**config.mk**
```make
export PLATFORM = sky130hd
export DESIGN_NAME = sec_ctrl
export DESIGN_NICKNAME = d
export VERILOG_FILES = /design/src/hdl/sec_wire.v /design/src/hdl/sec_ctrl.v
export VERILOG_INCLUDE_DIRS = /design/src /design/src/inc
export SDC_FILE = /design/constraint.sdc
export NUM_CORES = 1
export LEC_CHECK = 0
export BUFFER_PORTS_ARGS = -buffer_cell sky130_fd_sc_hd__buf_2
export CAP_MARGIN = 20
export CORE_MARGIN = 1
export CORE_UTILIZATION = 50
export CTS_CLUSTER_DIAMETER = 40
export DETAILED_ROUTE_END_ITERATION = 8
export GPL_ROUTABILITY_DRIVEN = 1
export GPL_TIMING_DRIVEN = 0
export PLACE_DENSITY = 0.69
export SLEW_MARGIN = 15
export SYNTH_ARGS = -nofsm -noshare
export SYNTH_HDL_FRONTEND = slang
export SYNTH_SLANG_ARGS = --single-unit
```
**constraint.sdc**
```tcl
create_clock -name clk_sys -period 3.1 [get_ports clk_sys]
set_input_delay 0.465 -clock clk_sys [delete_from_list [all_inputs] [get_ports clk_sys]]
set_output_delay 0.465 -clock clk_sys [all_outputs]
set_load 0.05 [all_outputs]
```
**src/inc/sec_map.vh**
```
// Register map, field positions and timing for the serial ROM controller.
// Assumes a 10 MHz system clock and a three-wire serial EEPROM on the far side.
`ifndef SEC_MAP_VH
`define SEC_MAP_VH

// ----------------------------------------------------------------------
// Register offsets (byte addresses)
// ----------------------------------------------------------------------
`define SEC_OFS_CMD 8'hB0
`define SEC_OFS_DATA 8'hB4
`define SEC_OFS_ISTS 8'hB8
`define SEC_OFS_IMSK 8'hBC

// ----------------------------------------------------------------------
// Command register and interrupt status register fields
// ----------------------------------------------------------------------
`define SEC_BUSY_BIT 31
`define SEC_OP_HI 30
`define SEC_OP_LO 28
`define SEC_TMO_BIT 9
`define SEC_LOADED_BIT 8
`define SEC_ISTS_DONE 0
`define SEC_ISTS_TMO 1
`define SEC_ISTS_LOADED 2

// ----------------------------------------------------------------------
// Command codes and serial opcodes
// ----------------------------------------------------------------------
`define SEC_OP_READ 3'h0
`define SEC_OP_WR_DIS 3'h1
`define SEC_OP_WR_EN 3'h2
`define SEC_OP_WRITE 3'h3
`define SEC_OP_WR_ALL 3'h4
`define SEC_OP_ERASE 3'h5
`define SEC_OP_ERASE_ALL 3'h6
`define SEC_OP_RELOAD 3'h7
`define SEC_SER_READ 2'h2
`define SEC_SER_WRITE 2'h1
`define SEC_SER_ERASE 2'h3
`define SEC_SER_EXT 2'h0
`define SEC_EXT_WR_DIS 8'h00
`define SEC_EXT_WR_ALL 8'h40
`define SEC_EXT_ERASE_ALL 8'h80
`define SEC_EXT_WR_EN 8'hC0
`define SEC_SIGNATURE 8'hA5
`define SEC_MAC_LAST 3'h6

// ----------------------------------------------------------------------
// Timing
// ----------------------------------------------------------------------
`define SEC_CLK_KHZ 10000
`define SEC_SK_HALF_NS 500
`define SEC_SK_HALF_CYC ((`SEC_SK_HALF_NS * `SEC_CLK_KHZ) / 1000000)
`define SEC_TMO_MS 30
`define SEC_TMO_CYC (`SEC_TMO_MS * `SEC_CLK_KHZ)

`endif

```
**src/hdl/sec_wire.v**
```verilog
// Serial shifter: one framed transaction on the three-wire EEPROM link.
// Assumes the frame is left aligned with its start bit in bit 18.
`include "sec_map.vh"

module sec_wire #(
  parameter TMO_CYC = `SEC_TMO_CYC
) (
  // Clock, reset, enable
  input wire clk_sys,
  input wire rst_n,
  input wire clk_en,
  // Request
  input wire start,
  input wire [18:0] frame,
  input wire [4:0] nbits,
  input wire rd,
  input wire poll,
  // Answer
  output reg done_q,
  output reg tmo_q,
  output reg [7:0] rdata_q,
  // Link pins
  output reg cs_q,
  output reg sk_q,
  output wire dio_o,
  output reg dio_oe_q,
  input wire dio_i
);

  localparam W_IDLE = 3'd0;
  localparam W_SEND = 3'd1;
  localparam W_RECV = 3'd2;
  localparam W_GAP = 3'd3;
  localparam W_POLL = 3'd4;
  // Integer counts cut to the counter widths on purpose
  localparam [31:0] HALF_W = `SEC_SK_HALF_CYC;
  localparam [31:0] TMO_END_W = TMO_CYC - 1;
  localparam [7:0] HALF = HALF_W[7:0];
  localparam [18:0] TMO_END = TMO_END_W[18:0];

  reg [2:0] st_q;
  reg [7:0] div_q;
  reg [4:0] cnt_q;
  reg [18:0] frm_q;
  reg [18:0] tmo_cnt_q;
  reg rd_q;
  reg poll_q;
  wire tick;

  assign tick = (div_q == HALF - 8'h01);
  // Frame shifts out MSB first straight from the register
  assign dio_o = frm_q[18];

  // ----------------------------------------------------------------------
  // Link sequencer
  // ----------------------------------------------------------------------
  always @(posedge clk_sys or negedge rst_n) begin
    if (!rst_n) begin
      st_q <= W_IDLE;
      div_q <= 8'h00;
      cnt_q <= 5'h00;
      frm_q <= 19'h0;
      tmo_cnt_q <= 19'h0;
      rd_q <= 1'b0;
      poll_q <= 1'b0;
      done_q <= 1'b0;
      tmo_q <= 1'b0;
      rdata_q <= 8'h00;
      cs_q <= 1'b0;
      sk_q <= 1'b0;
      dio_oe_q <= 1'b0;
    end else if (clk_en) begin
      done_q <= 1'b0;
      tmo_q <= 1'b0;
      div_q <= (tick || st_q == W_IDLE) ? 8'h00 : div_q + 8'h01;
      case (st_q)
        W_IDLE: begin
          if (start) begin
            frm_q <= frame;
            cnt_q <= nbits;
            rd_q <= rd;
            poll_q <= poll;
            cs_q <= 1'b1;
            dio_oe_q <= 1'b1;
            st_q <= W_SEND;
          end
        end
        W_SEND: begin
          // Slave samples on the rising clock, we shift after falling
          if (tick) begin
            sk_q <= ~sk_q;
            if (sk_q) begin
              frm_q <= {frm_q[17:0], 1'b0};
              cnt_q <= cnt_q - 5'h01;
              if (cnt_q == 5'h01) begin
                dio_oe_q <= 1'b0;
                if (rd_q) begin
                  cnt_q <= 5'h08;
                  st_q <= W_RECV;
                end else begin
                  cs_q <= 1'b0;
                  if (poll_q) begin
                    st_q <= W_GAP;
                  end else begin
                    done_q <= 1'b1;
                    st_q <= W_IDLE;
                  end
                end
              end
            end
          end
        end
        W_RECV: begin
          if (tick) begin
            sk_q <= ~sk_q;
            if (sk_q) begin
              rdata_q <= {rdata_q[6:0], dio_i};
              cnt_q <= cnt_q - 5'h01;
              if (cnt_q == 5'h01) begin
                cs_q <= 1'b0;
                done_q <= 1'b1;
                st_q <= W_IDLE;
              end
            end
          end
        end
        W_GAP: begin
          // Chip select low for one half period starts the ready check
          if (tick) begin
            cs_q <= 1'b1;
            tmo_cnt_q <= 19'h0;
            st_q <= W_POLL;
          end
        end
        W_POLL: begin
          // A pulled-high data pin with no part present completes at once
          tmo_cnt_q <= tmo_cnt_q + 19'h1;
          if (dio_i || tmo_cnt_q == TMO_END) begin
            cs_q <= 1'b0;
            done_q <= 1'b1;
            tmo_q <= ~dio_i;
            st_q <= W_IDLE;
          end
        end
        default: st_q <= W_IDLE;
      endcase
    end
  end

endmodule // sec_wire

```
**src/hdl/sec_ctrl.v**
```verilog
// Serial ROM controller: command/data registers on classic Wishbone,
// command sequencing, MAC address load at reset and on request.
// Assumes a three-wire serial EEPROM whose data pin is resolved outside.
//
// The Wishbone slave port was decided locally.
`include "sec_map.vh"

module sec_ctrl #(
  parameter TMO_CYC = `SEC_TMO_CYC
) (
  // Clock, reset, enable
  input wire clk_sys,
  input wire rst_n,
  input wire clk_en,
  // Wishbone slave
  input wire wb_cyc_i,
  input wire wb_stb_i,
  input wire wb_we_i,
  input wire [7:0] wb_adr_i,
  input wire [3:0] wb_sel_i,
  input wire [31:0] wb_dat_i,
  output reg [31:0] wb_dat_o,
  output reg wb_ack_o,
  // Interrupt
  output reg irq_q,
  // Serial ROM link
  output wire rom_cs,
  output wire rom_clk,
  output wire serial_rom_data_pin_o,
  output wire serial_rom_data_pin_oe,
  input wire serial_rom_data_pin_i,
  // Loaded station address
  output reg [47:0] mac_addr_q
);

  localparam M_IDLE = 2'd0;
  localparam M_GO = 2'd1;
  localparam M_WAIT = 2'd2;

  reg [1:0] st_q;
  reg busy_q;
  reg [2:0] op_q;
  reg [7:0] addr_q;
  reg [7:0] data_q;
  reg tmo_flag_q;
  reg loaded_q;
  reg reload_q;
  reg [2:0] idx_q;
  reg [2:0] ists_q;
  reg [2:0] imsk_q;

  // Bus decode
  wire req;
  wire wr;
  wire hit_cmd;
  wire hit_data;
  wire hit_ists;
  wire hit_imsk;
  reg [31:0] rd_mux;

  // Link request
  reg [18:0] frame;
  reg [4:0] nbits;
  reg rd;
  reg poll;
  wire w_start;
  wire w_done;
  wire w_tmo;
  wire [7:0] w_rdata;

  // Events for flags
  wire ev_done;
  wire ev_loaded;
  wire sig_bad;

  // Host writes to the op and address bits land only while idle; flag clears land even while busy
  wire cmd_wr;
  wire go_wr;

  assign req = wb_cyc_i && wb_stb_i && !wb_ack_o;
  assign wr = req && wb_we_i;
  assign hit_cmd = (wb_adr_i[7:2] == `SEC_OFS_CMD >> 2);
  assign hit_data = (wb_adr_i[7:2] == `SEC_OFS_DATA >> 2);
  assign hit_ists = (wb_adr_i[7:2] == `SEC_OFS_ISTS >> 2);
  assign hit_imsk = (wb_adr_i[7:2] == `SEC_OFS_IMSK >> 2);
  assign cmd_wr = wr && hit_cmd && !busy_q;
  assign go_wr = cmd_wr && wb_sel_i[3] && wb_dat_i[`SEC_BUSY_BIT];
  assign w_start = (st_q == M_GO);
  assign sig_bad = (idx_q == 3'h0) && (w_rdata != `SEC_SIGNATURE);
  assign ev_done = (st_q == M_WAIT) && w_done && (!reload_q || sig_bad ||
                   idx_q == `SEC_MAC_LAST);
  assign ev_loaded = (st_q == M_WAIT) && w_done && reload_q && !sig_bad &&
                     idx_q == `SEC_MAC_LAST;

  // ----------------------------------------------------------------------
  // Frame builder
  // ----------------------------------------------------------------------
  // Start bit, two opcode bits, eight address bits, optional data byte
  always @* begin
    frame = {1'b1, `SEC_SER_READ, addr_q, 8'h00};
    nbits = 5'd11;
    rd = 1'b0;
    poll = 1'b0;
    if (reload_q) begin
      frame = {1'b1, `SEC_SER_READ, 5'h00, idx_q, 8'h00};
      rd = 1'b1;
    end else begin
      case (op_q)
        `SEC_OP_READ: rd = 1'b1;
        `SEC_OP_WR_DIS: frame = {1'b1, `SEC_SER_EXT, `SEC_EXT_WR_DIS, 8'h00};
        `SEC_OP_WR_EN: frame = {1'b1, `SEC_SER_EXT, `SEC_EXT_WR_EN, 8'h00};
        `SEC_OP_WRITE: begin
          frame = {1'b1, `SEC_SER_WRITE, addr_q, data_q};
          nbits = 5'd19;
          poll = 1'b1;
        end
        `SEC_OP_WR_ALL: begin
          frame = {1'b1, `SEC_SER_EXT, `SEC_EXT_WR_ALL, data_q};
          nbits = 5'd19;
          poll = 1'b1;
        end
        `SEC_OP_ERASE: begin
          frame = {1'b1, `SEC_SER_ERASE, addr_q, 8'h00};
          poll = 1'b1;
        end
        `SEC_OP_ERASE_ALL: begin
          frame = {1'b1, `SEC_SER_EXT, `SEC_EXT_ERASE_ALL, 8'h00};
          poll = 1'b1;
        end
        default: rd = 1'b1;
      endcase
    end
  end

  // ----------------------------------------------------------------------
  // Command sequencer
  // ----------------------------------------------------------------------
  // Reset starts with a reload so busy reads set from the first cycle
  always @(posedge clk_sys or negedge rst_n) begin
    if (!rst_n) begin
      st_q <= M_GO;
      busy_q <= 1'b1;
      reload_q <= 1'b1;
      idx_q <= 3'h0;
      mac_addr_q <= 48'h0;
    end else if (clk_en) begin
      case (st_q)
        M_IDLE: begin
          if (go_wr) begin
            busy_q <= 1'b1;
            reload_q <= (wb_dat_i[`SEC_OP_HI:`SEC_OP_LO] == `SEC_OP_RELOAD);
            idx_q <= 3'h0;
            st_q <= M_GO;
          end
        end
        M_GO: st_q <= M_WAIT;
        M_WAIT: begin
          if (w_done) begin
            if (reload_q && idx_q != 3'h0) begin
              mac_addr_q <= {w_rdata, mac_addr_q[47:8]};
            end
            if (ev_done) begin
              busy_q <= 1'b0;
              reload_q <= 1'b0;
              st_q <= M_IDLE;
            end else begin
              idx_q <= idx_q + 3'h1;
              st_q <= M_GO;
            end
          end
        end
        default: st_q <= M_IDLE;
      endcase
    end
  end

  // ----------------------------------------------------------------------
  // Command and data registers
  // ----------------------------------------------------------------------
  always @(posedge clk_sys or negedge rst_n) begin
    if (!rst_n) begin
      op_q <= 3'h0;
      addr_q <= 8'h00;
      data_q <= 8'h00;
      tmo_flag_q <= 1'b0;
      loaded_q <= 1'b0;
    end else if (clk_en) begin
      if (cmd_wr && wb_sel_i[3]) begin
        op_q <= wb_dat_i[`SEC_OP_HI:`SEC_OP_LO];
      end
      if (cmd_wr && wb_sel_i[0]) begin
        addr_q <= wb_dat_i[7:0];
      end
      // Read result lands with the edge that drops busy
      if (st_q == M_WAIT && w_done && !reload_q && op_q == `SEC_OP_READ) begin
        data_q <= w_rdata;
      end else if (wr && hit_data && wb_sel_i[0] && !busy_q) begin
        data_q <= wb_dat_i[7:0];
      end
      // Sticky flags, a new event beats a same-cycle clear
      if (w_tmo) begin
        tmo_flag_q <= 1'b1;
      end else if (wr && hit_cmd && wb_sel_i[1] && wb_dat_i[`SEC_TMO_BIT]) begin
        tmo_flag_q <= 1'b0;
      end
      if (ev_loaded) begin
        loaded_q <= 1'b1;
      end else if (wr && hit_cmd && wb_sel_i[1] && wb_dat_i[`SEC_LOADED_BIT]) begin
        loaded_q <= 1'b0;
      end
    end
  end

  // ----------------------------------------------------------------------
  // Interrupt status and mask
  // ----------------------------------------------------------------------
  always @(posedge clk_sys or negedge rst_n) begin
    if (!rst_n) begin
      ists_q <= 3'h0;
      imsk_q <= 3'h0;
      irq_q <= 1'b0;
    end else if (clk_en) begin
      ists_q <= (ists_q & ~((wr && hit_ists && wb_sel_i[0]) ? wb_dat_i[2:0] : 3'h0))
                | {ev_loaded, w_tmo, ev_done};
      if (wr && hit_imsk && wb_sel_i[0]) begin
        imsk_q <= wb_dat_i[2:0];
      end
      // Level output, one cycle behind the status bits
      irq_q <= |(ists_q & imsk_q);
    end
  end

  // ----------------------------------------------------------------------
  // Wishbone answer
  // ----------------------------------------------------------------------
  // Unmapped addresses still ack, with zero data, so the bus never hangs
  always @* begin
    rd_mux = 32'h00000000;
    if (hit_cmd) begin
      rd_mux[`SEC_BUSY_BIT] = busy_q;
      rd_mux[`SEC_OP_HI:`SEC_OP_LO] = op_q;
      rd_mux[`SEC_TMO_BIT] = tmo_flag_q;
      rd_mux[`SEC_LOADED_BIT] = loaded_q;
      rd_mux[7:0] = addr_q;
    end else if (hit_data) begin
      rd_mux[7:0] = data_q;
    end else if (hit_ists) begin
      rd_mux[2:0] = ists_q;
    end else if (hit_imsk) begin
      rd_mux[2:0] = imsk_q;
    end
  end

  always @(posedge clk_sys or negedge rst_n) begin
    if (!rst_n) begin
      wb_ack_o <= 1'b0;
      wb_dat_o <= 32'h00000000;
    end else if (clk_en) begin
      wb_ack_o <= req;
      if (req && !wb_we_i) begin
        wb_dat_o <= rd_mux;
      end
    end
  end

  // ----------------------------------------------------------------------
  // Serial link shifter
  // ----------------------------------------------------------------------
  // Time-out only arises on ops that poll for ready after programming
  sec_wire #(
    .TMO_CYC(TMO_CYC)
  ) u_wire (
    .clk_sys(clk_sys),
    .rst_n(rst_n),
    .clk_en(clk_en),
    .start(w_start),
    .frame(frame),
    .nbits(nbits),
    .rd(rd),
    .poll(poll),
    .done_q(w_done),
    .tmo_q(w_tmo),
    .rdata_q(w_rdata),
    .cs_q(rom_cs),
    .sk_q(rom_clk),
    .dio_o(serial_rom_data_pin_o),
    .dio_oe_q(serial_rom_data_pin_oe),
    .dio_i(serial_rom_data_pin_i)
  );

endmodule // sec_ctrl

```
==> impl_metrics.toml <==
[clocking]
post_cts_buffers = 0
ctsHtreeMaxLevel = 4
cts_buffer_depth = 2
numClockSinks = 167
postCtsHoldBufs = 1
tritoncts = "built"
cts-root-buf = "clkbuf_16"
cts_resized = 0
path_clk_slew_ns = 0.07
cts_buffers = 17
insertion_delay_ns = 0.42

[final_layout]
drive_gt1_share_pct = 30.8
stdcell_area_sq_um = 9550
area_growth_pct = 19.0
finalNetCount = 914
diodes = 0
fillCellCount = 1280

[detailed_routing]
drtIter0Drc = 424
routed_wl_mm = 18.8
wl_per_cell_microns = 17.5
drtAntennaViolNets = 0
vias = 6131
firstDrtPassIters = 5
drc = 0
via_per_inst = 5.69

[synthesis]
ys_async_sr_fraction_pct = 100
synth_warnings = 0
seq_area_frac_synth_pct = 52.1
synth.area.top_cells = "dfrtp_1 (51%), mux2_2 (12%), nor2_1 (2.8%)"
yosys_register_bits = 167
synth-edff-count = 0
ys_types = 68
yosysTopAreaCellShare_pct = 51.1
synth_ff_type = "dfrtp_1"
synth_area_sq_um = 8030
synth_cells = 721
yosysTopAreaCell = "dfrtp_1"
avgSynthCellArea_sq_um = 11.1

[sta]
setup_viol = 0
rsz0062_at_grt = "no"
finalSetupTns_ns = 0
max_freq_mhz = 401
min_period_ns = 2.49
final.period_utilization_pct = 80.4
maxSlewViolCount = 0
finalHoldViolCount = 0
slew_headroom_pct = 36.4
worst_slew_pin_slew_ns = 0.946
skew_ns = 0.00982

[worst_setup_path]
startpoint_type = "flop"
required_ns = 3.38
crit_fanout = 10
crit_type = "reg2reg"
slowest_delay_ns = 0.73
cp.buffers_inverters = 2
cp_top_family = "simple AND/OR/NAND/NOR gates"
slowest_stage = "nor4_2"
crit_chain = "inv_1, ha_1, and4bb_2, nand3_1, nor4_2, clkbuf_1, nor2_1"
critPathCaptureType = "flop"
cp.arrival_ns = 2.77

[placed_design]
portBuffers = 96
dp.final_hpwl_mm = 13.7
globalplace.congestion = 0.920
placed_cell_area_sq_um = 8870

[min_path]
hold_class = "in2reg"

[grt]
grt_start_max_net_pins = 114
grt_overflow = 0
grt_usage_pct = 24.1
grt_pass1_wl_mm = 30.6
antenna_found_initial = 0
grt_pass1_vias = 6018

[floorplan]
fp.dieH_microns = 129
fp-row-count = 45
ioPinCount = 137
initial_core_util_pct = 52.0
core_area_sq_um = 15400
dieArea_sq_um = 16600
die_w_microns = 129

[power_and_ir_drop]
p_leak_nw = 4.65
seqPwrFrac_pct = 41.2
pwr_density_cell_nw_per_um2 = 699
switching_share_pct = 31.2
internal_power_w = 0.00459
vdd_drop_max_mv = 0.435
p_switching_w = 0.00208
power_frac_clock_pct = 35.6
pwr-share-comb_pct = 23.3
total_power_w = 0.00668

[job]
cap_violations = 0

[status]
status = "finished, final reports clean"
==> final timing paths <==
check / from / end / slack, ns / cells past startpoint
setup / recovery: u_wire.div_q[0]$_DFFE_PN0P_ / u_wire.tmo_cnt_q[12]$_DFFE_PN0P_ / 0.61 / 7
hold reg to reg: mac_addr_q[1]$_DFFE_PN0P_ / mac_addr_q[1]$_DFFE_PN0P_ / 0.50 / 1
max in group asynchronous: rst_n / reload_q$_DFFE_PN1P_ / 1.66 / 3
setup reg to reg: u_wire.div_q[0]$_DFFE_PN0P_ / u_wire.tmo_cnt_q[12]$_DFFE_PN0P_ / 0.61 / 7
min in group asynchronous: rst_n / u_wire.tmo_cnt_q[11]$_DFFE_PN0P_ / 0.55 / 2
hold / removal: wb_dat_i[30] / op_q[2]$_DFFE_PN0P_ / 0.29 / 2
==> metrics by stage <==
stage / hold WS, ns / util [%] / cells / setup slack [ns]
6_report: 0.290 / 61.9 / 1077 / 0.607
5_1_grt: 0.282 / 61.9 / 1077 / 0.465
4_1_cts: 0.282 / 61.9 / 1077 / 0.599
3_5_place_dp: 0.424 / 57.5 / 1046 / 0.570
3_3_place_gp: 0.482 / 57.3 / 1045 / -0.856
2_1_floorplan: 0.169 / - / 738 / 1.11
==> cell type report <==
| cell class | instances | area, sq um | share of cell area [%] |
|---|---|---|---|
| clock inverter | 12 | 226 | 2.37 |
| buffer | 49 | 273 | 2.86 |
| clock buffer | 18 | 439 | 4.60 |
| tap | 211 | 264 | 2.77 |
| timing repair buffer | 98 | 528 | 5.53 |
| multi-input combinational | 496 | 3540 | 37.0 |
| sequential | 167 | 4180 | 43.8 |
| inverter | 26 | 97.6 | 1.02 |
==> Yosys cell counts, drive strengths merged (4+ instances only) <==
| cell | n |
|---|---|
| dfrtp | 164 |
| mux2 | 91 |
| nor2 | 59 |
| nand2 | 51 |
| buf | 32 |
| nand3 | 29 |
| o21ai | 27 |
| inv | 25 |
| a21oi | 24 |
| nor3 | 19 |
| clkbuf | 17 |
| a31oi | 15 |
| a22o | 14 |
| nand4 | 14 |
| xor2 | 12 |
| xnor2 | 10 |
| ha | 8 |
| nand2b | 8 |
| or3 | 8 |
| and3 | 7 |
| nor4b | 6 |
| o211ai | 6 |
| a221oi | 5 |
| nor2b | 4 |
| nor3b | 4 |
| nor4 | 4 |
==> sequential cells by signal, indices dropped and copies added, names as in the netlist, 5 cells and up <==
signal	count
u_wire.rdata_q	8
addr_q	8
data_q	8
mac_addr_q	48
u_wire.div_q	8
wb_dat_o	14
u_wire.frm_q	19
u_wire.tmo_cnt_q	19
u_wire.cnt_q	5
==> cell usage in the layout, fill, tap and decap left out, types with 4 or more instances in the layout <==
master	instances
dfrtp_1	164
buf_2	106
mux2_2	83
nor2_1	59
nand2_1	51
nand3_1	29
o21ai_0	26
inv_1	25
a21oi_1	23
buf_4	18
conb_1	18
clkbuf_1	17
clkbuf_16	17
nor3_1	16
a31oi_1	15
nand4_1	14
a22o_1	14
xor2_1	12
xnor2_1	10
nand2b_1	8
or3_1	8
mux2_4	8
ha_1	8
and3_1	7
nor4b_1	6
o211ai_1	6
bufinv_16	6
a221oi_1	5
nor3b_1	4
nor2b_1	4
==> power by group through the flow <==
stage / registers, W / clock network, W / logic (W)
finish: 0.00275 / 0.00238 / 0.00155
global route: 0.00279 / 0.00248 / 0.00172
CTS: 0.00274 / 0.00241 / 0.00155
detailed placement: 0.00278 / 0 / 0.00154
global placement: 0.00277 / 0 / 0.00148
floorplan: 0.00284 / 0 / 0.00103
==> per-layer routing <==
layer  vias to the layer above  wire length (microns)  global-route usage, %
met5                         -                      0                      0
met4                         0                    536                   9.97
met3                        36                   1030                   5.24
met2                       207                   9040                   38.8
met1                      3056                   8200                   31.9
li1                       2832                      -                      -
==> logic make-up (layout without fill, tap and decap cells) <==
| logic type | count (synthesis) | count (layout) | synth area share, % |
|---|---|---|---|
| AO/OA/AOI/OAI | 118 | 118 | 9.95 |
| XOR/XNOR | 22 | 22 | 2.40 |
| adder cells (fa/ha/maj) | 8 | 8 | 1.25 |
| buffers and inverters | 75 | 203 | 4.61 |
| flip-flops | 167 | 167 | 52.1 |
| multiplexers | 97 | 97 | 14.4 |
| other | 1 | 18 | 0.0467 |
| AND/OR/NAND/NOR | 233 | 233 | 15.3 |
(Power assumes the default switching activity.)
